--- src/pkg/irq_pkg.sv ---
// Purpose: constants shared by the core interrupt logic
// Assumes: 10 MHz system clock, four clocks per instruction cycle
// Notes:   flag and enable registers are 8 bits, nine of each
`default_nettype none
package irq_pkg;
    // ----------------------------------------
    // geometry
    // ----------------------------------------
    localparam int unsigned NUM_REGS      = 9;
    localparam int unsigned REG_W         = 8;
    localparam int unsigned PC_W          = 15;
    localparam int unsigned CTX_W         = 48;
    // ----------------------------------------
    // vector and reset values
    // ----------------------------------------
    localparam logic [14:0] IRQ_VECTOR    = 15'h0004;
    localparam logic        GLOBAL_EN_RESET = 1'b0;
    localparam logic        GROUP_EN_RESET  = 1'b0;
    localparam logic        EDGE_RESET    = 1'b1;
    localparam logic [7:0]  ENABLE_RESET  = 8'h00;
    localparam logic [7:0]  FLAG_RESET    = 8'h00;
    // ----------------------------------------
    // timing: quarter phases per instruction cycle
    // ----------------------------------------
    localparam int unsigned CLK_PERIOD_NS = 100;
    localparam int unsigned INSTR_CYCLE_NS = 400;
    localparam int unsigned QUARTERS      = INSTR_CYCLE_NS / CLK_PERIOD_NS;
    localparam logic [1:0]  FIRST_QUARTER = 2'h0;
    localparam logic [1:0]  LAST_QUARTER  = 2'(QUARTERS - 1);
    // flag bit of the external pin within flag register 0
    localparam int unsigned EXT_PIN_BIT   = 0;
endpackage
`default_nettype wire

--- src/design/core_interrupt_logic.sv ---
// Purpose: interrupt collection, gating and vectoring for the processor core
// Assumes: core decodes return_from_handler and gives the stack/shadow stores
// Notes:   registers are plain ports; software access arrives as write strobes
`timescale 1ns/1ps
`default_nettype none
module core_interrupt_logic (
    input  wire logic        CLK_SYS_IN,
    input  wire logic        RSTN_IN,
    input  wire logic        EXT_PIN_IN,
    input  wire logic [71:0] SRC_EVENT_IN,
    input  wire logic [71:0] FLAG_CLEAR_IN,
    input  wire logic [8:0]  ENABLE_WR_IN,
    input  wire logic [7:0]  ENABLE_WDATA_IN,
    input  wire logic        CTRL_WR_IN,
    input  wire logic        GLOBAL_EN_WDATA_IN,
    input  wire logic        GROUP_EN_WDATA_IN,
    input  wire logic        EDGE_WDATA_IN,
    input  wire logic        RETURN_FROM_HANDLER_IN,
    input  wire logic        SLEEPING_IN,
    input  wire logic [14:0] PC_IN,
    input  wire logic [47:0] CONTEXT_IN,
    output logic [71:0]      SOURCE_FLAG_REGS_OUT,
    output logic [71:0]      SOURCE_ENABLE_REGS_OUT,
    output logic             GLOBAL_IRQ_ENABLE_OUT,
    output logic             PERIPH_GROUP_ENABLE_OUT,
    output logic             EXT_EDGE_SELECT_OUT,
    output logic [1:0]       QUARTER_OUT,
    output logic             FLUSH_OUT,
    output logic             PUSH_PC_OUT,
    output logic [14:0]      PUSH_ADDR_OUT,
    output logic             LOAD_PC_OUT,
    output logic [14:0]      PC_LOAD_OUT,
    output logic             SHADOW_SAVE_OUT,
    output logic [47:0]      SHADOW_CTX_OUT,
    output logic             POP_PC_OUT,
    output logic             SHADOW_RESTORE_OUT,
    output logic             WAKE_OUT
);
    // ----------------------------------------
    // state
    // ----------------------------------------
    logic [1:0]  quarter;
    logic        global_irq_enable;
    logic        periph_group_enable;
    logic        ext_edge_select;
    logic [7:0]  source_flag_regs   [irq_pkg::NUM_REGS];
    logic [7:0]  source_enable_regs [irq_pkg::NUM_REGS];
    logic [2:0]  pin_sync;
    logic [3:0]  pin_fill;
    logic        pin_prev;
    logic        take;
    logic        take_d;
    logic        wake_hold;
    logic [47:0] shadow_ctx;
    logic [8:0]  reg_hit;

    wire first_quarter_phase  = (quarter == irq_pkg::FIRST_QUARTER);
    wire fourth_quarter_phase = (quarter == irq_pkg::LAST_QUARTER);

    // synchronised pin: change counts once stages two and three agree
    wire pin_stable = (pin_sync[2] == pin_sync[1]);
    wire pin_level  = pin_sync[1];
    // edges count only once the chain holds real pin samples, so an
    // idle-high pin cannot fake a rising edge just after reset
    wire pin_armed  = pin_fill[3];
    wire pin_rise   = pin_armed && pin_stable && pin_level && !pin_prev;
    wire pin_fall   = pin_armed && pin_stable && !pin_level && pin_prev;
    wire pin_event  = ext_edge_select ? pin_rise : pin_fall;

    // ----------------------------------------
    // quarter phase divider
    // ----------------------------------------
    always_ff @(posedge CLK_SYS_IN or negedge RSTN_IN) begin
        if (!RSTN_IN) begin
            quarter <= irq_pkg::FIRST_QUARTER;
        end else begin
            quarter <= quarter + 2'h1;
        end
    end

    always_ff @(posedge CLK_SYS_IN or negedge RSTN_IN) begin
        if (!RSTN_IN) begin
            pin_sync <= 3'h0;
            pin_fill <= 4'h0;
            pin_prev <= 1'b0;
        end else begin
            pin_sync <= {pin_sync[1:0], EXT_PIN_IN};
            pin_fill <= {pin_fill[2:0], 1'b1};
            if (pin_stable) begin
                pin_prev <= pin_level;
            end
        end
    end

    // ----------------------------------------
    // flag and enable registers
    // ----------------------------------------
    genvar g;
    generate
        for (g = 0; g < irq_pkg::NUM_REGS; g++) begin : gen_regs
            logic [7:0] ev;
            logic [7:0] pending;
            // the pin edge is OR-ed into its flag; set wins over clear
            assign ev = SRC_EVENT_IN[g*8 +: 8]
                      | ((g == 0) ? (8'h01 & {8{pin_event}}) : 8'h00);
            assign pending = source_flag_regs[g] & source_enable_regs[g];
            // register 0 needs no group enable others do
            assign reg_hit[g] = (|pending) && ((g == 0) || periph_group_enable);
            always_ff @(posedge CLK_SYS_IN or negedge RSTN_IN) begin
                if (!RSTN_IN) begin
                    source_flag_regs[g]   <= irq_pkg::FLAG_RESET;
                    source_enable_regs[g] <= irq_pkg::ENABLE_RESET;
                end else begin
                    // flags ignore every enable and keep recording
                    source_flag_regs[g] <= (source_flag_regs[g]
                                           & ~FLAG_CLEAR_IN[g*8 +: 8]) | ev;
                    if (ENABLE_WR_IN[g]) begin
                        source_enable_regs[g] <= ENABLE_WDATA_IN;
                    end
                end
            end
            assign SOURCE_FLAG_REGS_OUT[g*8 +: 8]   = source_flag_regs[g];
            assign SOURCE_ENABLE_REGS_OUT[g*8 +: 8] = source_enable_regs[g];
        end
    endgenerate

    wire any_pending = |reg_hit;

    // sampled only in the first quarter, so a pin flag set during the
    // fourth quarter is seen by the very next sample
    wire sample_take = first_quarter_phase && global_irq_enable && any_pending
                       && !SLEEPING_IN && !wake_hold;

    // ----------------------------------------
    // global control and vectoring
    // ----------------------------------------
    always_ff @(posedge CLK_SYS_IN or negedge RSTN_IN) begin
        if (!RSTN_IN) begin
            global_irq_enable   <= irq_pkg::GLOBAL_EN_RESET;
            periph_group_enable <= irq_pkg::GROUP_EN_RESET;
            ext_edge_select     <= irq_pkg::EDGE_RESET;
        end else begin
            if (sample_take) begin
                global_irq_enable <= 1'b0;
            end else if (RETURN_FROM_HANDLER_IN) begin
                global_irq_enable <= 1'b1;
            end else if (CTRL_WR_IN) begin
                global_irq_enable <= GLOBAL_EN_WDATA_IN;
            end
            if (CTRL_WR_IN) begin
                periph_group_enable <= GROUP_EN_WDATA_IN;
                ext_edge_select     <= EDGE_WDATA_IN;
            end
        end
    end

    // take: flush/push/shadow one clock after the sample cycle, jump a clock later,
    // giving the core the rest of the cycle to reach the vector
    always_ff @(posedge CLK_SYS_IN or negedge RSTN_IN) begin
        if (!RSTN_IN) begin
            take       <= 1'b0;
            take_d     <= 1'b0;
            shadow_ctx <= 48'h0;
        end else begin
            take   <= sample_take;
            take_d <= take;
            if (sample_take) begin
                shadow_ctx <= CONTEXT_IN;
            end
        end
    end

    // after a wake no vector is sampled until the instruction cycle in progress ends at its fourth quarter
    always_ff @(posedge CLK_SYS_IN or negedge RSTN_IN) begin
        if (!RSTN_IN) begin
            wake_hold <= 1'b0;
        end else if (SLEEPING_IN && any_pending) begin
            wake_hold <= 1'b1;
        end else if (fourth_quarter_phase && !SLEEPING_IN) begin
            wake_hold <= 1'b0;
        end
    end

    // ----------------------------------------
    // outputs
    // ----------------------------------------
    assign GLOBAL_IRQ_ENABLE_OUT   = global_irq_enable;
    assign PERIPH_GROUP_ENABLE_OUT = periph_group_enable;
    assign EXT_EDGE_SELECT_OUT     = ext_edge_select;
    assign QUARTER_OUT             = quarter;
    assign FLUSH_OUT               = take;
    assign PUSH_PC_OUT             = take;
    assign PUSH_ADDR_OUT           = PC_IN;
    assign SHADOW_SAVE_OUT         = take;
    assign SHADOW_CTX_OUT          = shadow_ctx;
    assign LOAD_PC_OUT             = take_d;
    assign PC_LOAD_OUT             = irq_pkg::IRQ_VECTOR;
    assign POP_PC_OUT              = RETURN_FROM_HANDLER_IN;
    assign SHADOW_RESTORE_OUT      = RETURN_FROM_HANDLER_IN;
    // wake needs only source and group enables, not the global one
    assign WAKE_OUT                = SLEEPING_IN && any_pending;

    // ----------------------------------------
    // checks
    // ----------------------------------------
    a_take_needs_global: assert property (@(posedge CLK_SYS_IN) disable iff (!RSTN_IN)
        take |-> $past(global_irq_enable))
        else $error("vector taken while globally disabled");
    a_take_clears_global: assert property (@(posedge CLK_SYS_IN) disable iff (!RSTN_IN)
        take |-> !global_irq_enable)
        else $error("global enable not cleared on take");
    a_vector_load: assert property (@(posedge CLK_SYS_IN) disable iff (!RSTN_IN)
        take |=> LOAD_PC_OUT && PC_LOAD_OUT == irq_pkg::IRQ_VECTOR)
        else $error("vector not loaded after take");
    a_take_on_q1: assert property (@(posedge CLK_SYS_IN) disable iff (!RSTN_IN)
        take |-> $past(quarter) == 2'h0)
        else $error("take outside first quarter");
    a_return_sets_global: assert property (@(posedge CLK_SYS_IN) disable iff (!RSTN_IN)
        RETURN_FROM_HANDLER_IN && !sample_take |=> global_irq_enable)
        else $error("return did not set global enable");
    a_flag_sets: assert property (@(posedge CLK_SYS_IN) disable iff (!RSTN_IN)
        SRC_EVENT_IN[8] |=> source_flag_regs[1][0])
        else $error("flag not set on event");
    a_pending_taken: assert property (@(posedge CLK_SYS_IN) disable iff (!RSTN_IN)
        global_irq_enable && any_pending && !SLEEPING_IN && !wake_hold
            && first_quarter_phase |=> take)
        else $error("pending request not taken");
    a_group_gate: assert property (@(posedge CLK_SYS_IN) disable iff (!RSTN_IN)
        take |-> $past(reg_hit[0] || periph_group_enable))
        else $error("peripheral vector without group enable");
endmodule
`default_nettype wire

--- config.mk ---
export PLATFORM = sky130hd
export DESIGN_NAME = core_interrupt_logic
export DESIGN_NICKNAME = d
export VERILOG_FILES = /design/src/pkg/irq_pkg.sv /design/src/design/core_interrupt_logic.sv
export SDC_FILE = /design/constraint.sdc
export NUM_CORES = 1
export LEC_CHECK = 0
export BUFFER_PORTS_ARGS = -buffer_cell sky130_fd_sc_hd__clkbuf_2
export CORE_UTILIZATION = 24
export CTS_BUF_LIST = sky130_fd_sc_hd__clkbuf_4 sky130_fd_sc_hd__clkbuf_8
export DETAILED_ROUTE_END_ITERATION = 8
export PLACE_DENSITY = 0.6
export SYNTH_ARGS = -nofsm -noshare
export SYNTH_HDL_FRONTEND = slang
export SYNTH_SLANG_ARGS = --single-unit
--- constraint.sdc ---
create_clock -name CLK_SYS_IN -period 2.5 [get_ports CLK_SYS_IN]
set_clock_uncertainty 0.15 [all_clocks]
set_input_delay 0.5 -clock CLK_SYS_IN [delete_from_list [all_inputs] [get_ports CLK_SYS_IN]]
set_output_delay 0.5 -clock CLK_SYS_IN [all_outputs]
set_load 0.01 [all_outputs]
==> summary.md <==
| Metric | Value |
|---|---|
| Slew Limit Fails | `0` |
| Unrepaired setup endpoints after global routing | `true` |
| Largest net degree at the start of global routing | `66` |
| I/O pin cnt | `467` |
| Sequential share of the synthesized area | `0.607` |
| Power consumption | `9.45 mW` |
| GRT Util Overall | `0.191` |
| Most frequent cells in the layout | `clkbuf_2 (420), dfrtp_1 (207), dlygate4sd3_1 (165)` |
| Crit share post-route | `1.27` |
| CTS tree | `built` |
| Slew headroom | `0.609` |
| DRT Wirelength | `about 35000 µm` |
| CTS Buffer Depth | `3` |
| Share of layout cells above drive strength 1 | `0.514` |
| Routed len/inst | `between 15 and 20 µm` |
| P&R area growth vs syn | `73.5%` |
| Peak VDD IR | `around 460 µV` |
| First-pass GRT wire length | `51500 µm` |
| Global route overflow | `0` |
| Actual slew at the worst max-slew pin | `587 ps` |
| Final WS setup | `-687 ps` |
| R2r startpoint | `SOURCE_FLAG_REGS_OUT[11]$_DFF_PN0_` |
| Final Hold Viols | `0` |
| DPL Wire Length | `~25000 µm` |
| Crit start category | `register` |
| Total CTS buffers | `38` |
| Crit path largest cell delay | `370 ps` |
| Htree depth | `2` |
| Hold Path Class | `primary input to register` |
| Worst-skew pair later-pin latency | `570 ps` |
| ANT nets after route | `0` |
| Final nets | `1613` |
| LEAKAGE | `7.77 nW` |
| FF-to-FF path depth | `15` |
| R2R setup slack | `-660 ps` |
| Number of buffers added on ports | `around 420` |
| Worst path top cell family by delay | `simple AND/OR/NAND/NOR gates` |
| Critical path depth | `9` |
| Ys Warns | `0` |
| FF/Latch Area | `0.00521 mm²` |
| Fin crit period | `about 3200 ps` |
| Chip width | `191 µm` |
| GPL Wtd Cong | `0.830` |
| Die ar. | `around 0.036 mm²` |
| Critical Path Slowest Stage Cell | `dfrtp_1` |
| Final setup violation count | `51` |
| Worst path cell trace | `a22o_1, a221oi_2, buf_4, nand4_1, nor4_4, buf_12, nand2b_4, a21boi_2, clkbuf_2` |
| Worst-path fanout max | `2` |
| CP Capture Point | `WAKE_OUT` |
| DR pass1 iterations | `4` |
| Vias in the first global route | `between 8000 and 9000` |
| CP Capture Type | `output pin` |
| CP arrival | `2540 ps` |
| Chip height | `191 µm` |
| Bufs and invs on worst path | `3` |
| Initial DRC count | `267` |
| Syn Inst Count | `657` |
| Synth Cell Area | `around 0.0086 mm²` |
| Rows | `68` |
| Status | `complete, but fails checks` |
| Placeable Area | `between 0.03 and 0.04 mm²` |
| Synth unique cells | `37` |
| Fmax | `314 MHz` |
| CP Data Required Time | `1850 ps` |
| Failing checks | `setup timing` |
| Power Density | `635 mW/mm²` |
| Synth Area per Inst | `approximately 13 µm²` |
| Max-Cap Viols | `0` |
| Setup TNS | `-27540 ps` |
| Area of the multi-input gates | `0.00282 mm²` |
| Commonest non-fill, non-tap cell in the layout | `clkbuf_2` |
| Finished Core Util | `0.427` |
| Worst-path clk slew | `50 ps` |
| Initial Utilization | `0.246` |
| DRC | `0` |
| CTS Sinks | `~210` |
| Critical path class | `register to output pin` |
| Via-to-Cell Ratio | `4.44` |
| Via Count | `between 8000 and 9000` |
| Initial antenna violation count | `3` |
| CTS root buf | `clkbuf_8` |
| # fillers | `3270` |
| Seq cells post-synth | `208` |
| RR Endpoint | `SHADOW_CTX_OUT[7]$_DFFE_PN0P_` |
| Critical path origin | `SOURCE_FLAG_REGS_OUT[11]$_DFF_PN0_` |
[logic make-up (layout without fill, tap and decap cells)]
logic type               after synthesis  after routing  share of synthesized area
AO/OA/AOI/OAI                        163            163                      0.160
AND/OR/NAND/NOR                       66             66                     0.0496
flip-flops                           208            208                      0.607
buffers and inverters                141            874                     0.0813
adder cells (fa/ha/maj)                3              3                    0.00408
multiplexers                          74             74                     0.0972
other                                  2             17                   0.000876
[repair_timing]
action / CTS / global route
endpoints found under the hold margin: 165 / 0
gates cloned: 8 / 0
endpoints found under the setup margin: 52 / 51
resized for setup: 27 / 9
pin swaps: 38 / 14
hold buffers: 165 / 0
buffers inserted: 15 / 4
[sequential cells by signal, summed over array words and instances, names as in the netlist, 2 cells and up]
register	count
QUARTER_OUT	2
SHADOW_CTX_OUT	48
SOURCE_ENABLE_REGS_OUT	72
SOURCE_FLAG_REGS_OUT	72
pin_fill	4
pin_sync	3
[worst min-delay path by stage]
| stage | from | to | slack, ps | depth (start not counted) |
|---|---|---|---|---|
| after global routing | CONTEXT_IN[34] | SHADOW_CTX_OUT[34]$_DFFE_PN0P_ | 20 | 2 |
| after CTS | FLAG_CLEAR_IN[49] | SOURCE_FLAG_REGS_OUT[49]$_DFF_PN0_ | 0.4 | 3 |
| after floorplan | RSTN_IN | FLUSH_OUT$_DFF_PN0_ | 50 | 0 |
| after detailed placement | pin_fill[2]$_DFF_PN0_ | pin_fill[3]$_DFF_PN0_ | 190 | 0 |
| final | CONTEXT_IN[18] | SHADOW_CTX_OUT[18]$_DFFE_PN0P_ | 60 | 2 |
| after global placement | pin_fill[2]$_DFF_PN0_ | pin_fill[3]$_DFF_PN0_ | 180 | 0 |
[through the flow]
step | instances | setup WS [ps] | hold slack [ps] | area (µm²)
after CTS | 1856 | -814 | 0.441 | 14800
after global routing | 1860 | -851 | 16.3 | 14900
final | 1860 | -687 | 60.8 | 14900
after detailed placement | 1604 | -497 | 187 | 11900
after floorplan | 671 | 33.4 | 54.4 | 8630
after global placement | 1604 | -492 | 182 | 11900
[cell usage after synthesis]
| master | n | area share |
|---|---|---|
| and3_1 | 48 | 0.035 |
| inv_1 | 77 | 0.034 |
| dfrtp_1 | 207 | 0.60 |
| a21boi_0 | 1 | 0.00088 |
| nor3_1 | 1 | 0.00058 |
| o21ai_1 | 1 | 0.00058 |
| mux2_2 | 74 | 0.097 |
| a21o_2 | 1 | 0.0010 |
| conb_1 | 2 | 0.00088 |
| nor2_1 | 1 | 0.00044 |
| maj3_1 | 1 | 0.0012 |
| a221oi_1 | 12 | 0.012 |
| buf_6 | 5 | 0.0066 |
| a31oi_1 | 1 | 0.00073 |
| clkbuf_2 | 1 | 0.00058 |
| nor2b_1 | 1 | 0.00073 |
| nand4_1 | 4 | 0.0029 |
| nand2_1 | 5 | 0.0022 |
| a221o_1 | 48 | 0.056 |
| dfstp_2 | 1 | 0.0031 |
| and4_1 | 1 | 0.0010 |
| o21ai_0 | 1 | 0.00058 |
| ha_1 | 2 | 0.0029 |
| a21o_1 | 70 | 0.061 |
| nor4_4 | 1 | 0.0025 |
| buf_4 | 34 | 0.030 |
| nor4b_1 | 1 | 0.0010 |
| a22oi_1 | 12 | 0.011 |
| a211oi_1 | 1 | 0.00088 |
| buf_2 | 1 | 0.00058 |
| or3_4 | 1 | 0.0013 |
| and4b_1 | 1 | 0.0012 |
| a21oi_1 | 2 | 0.0012 |
| nand2b_1 | 1 | 0.00073 |
| o2bb2ai_2 | 1 | 0.0018 |
| a22o_1 | 12 | 0.012 |
| clkbuf_1 | 23 | 0.010 |
[cell type report]
| type | count | share of cell area |
|---|---|---|
| tap | 455 | 0.0383 |
| clock inverter | 4 | 0.00210 |
| timing repair buffer | 731 | 0.349 |
| sequential | 208 | 0.350 |
| inverter | 77 | 0.0194 |
| multi-input combinational | 322 | 0.189 |
| clock buffer | 62 | 0.0523 |
| antenna | 1 | 0.000168 |
[per-layer routing]
metal  track usage  routed length, µm  up-vias
met5             0                 13        -
met3        0.0514               2760       72
met2         0.335              17400      386
li1              -                  -     3773
met1         0.213              14000     4022
met4        0.0914               1260        2
[report_power, final]
part	total, mW	internal (mW)	switching (mW)
sequential	4.06	3.75	0.313
clock	3.44	1.97	1.48
combinational	1.95	1.07	0.875
total	9.45	6.78	2.67
No activity file was read; power rests on OpenSTA's default activity.
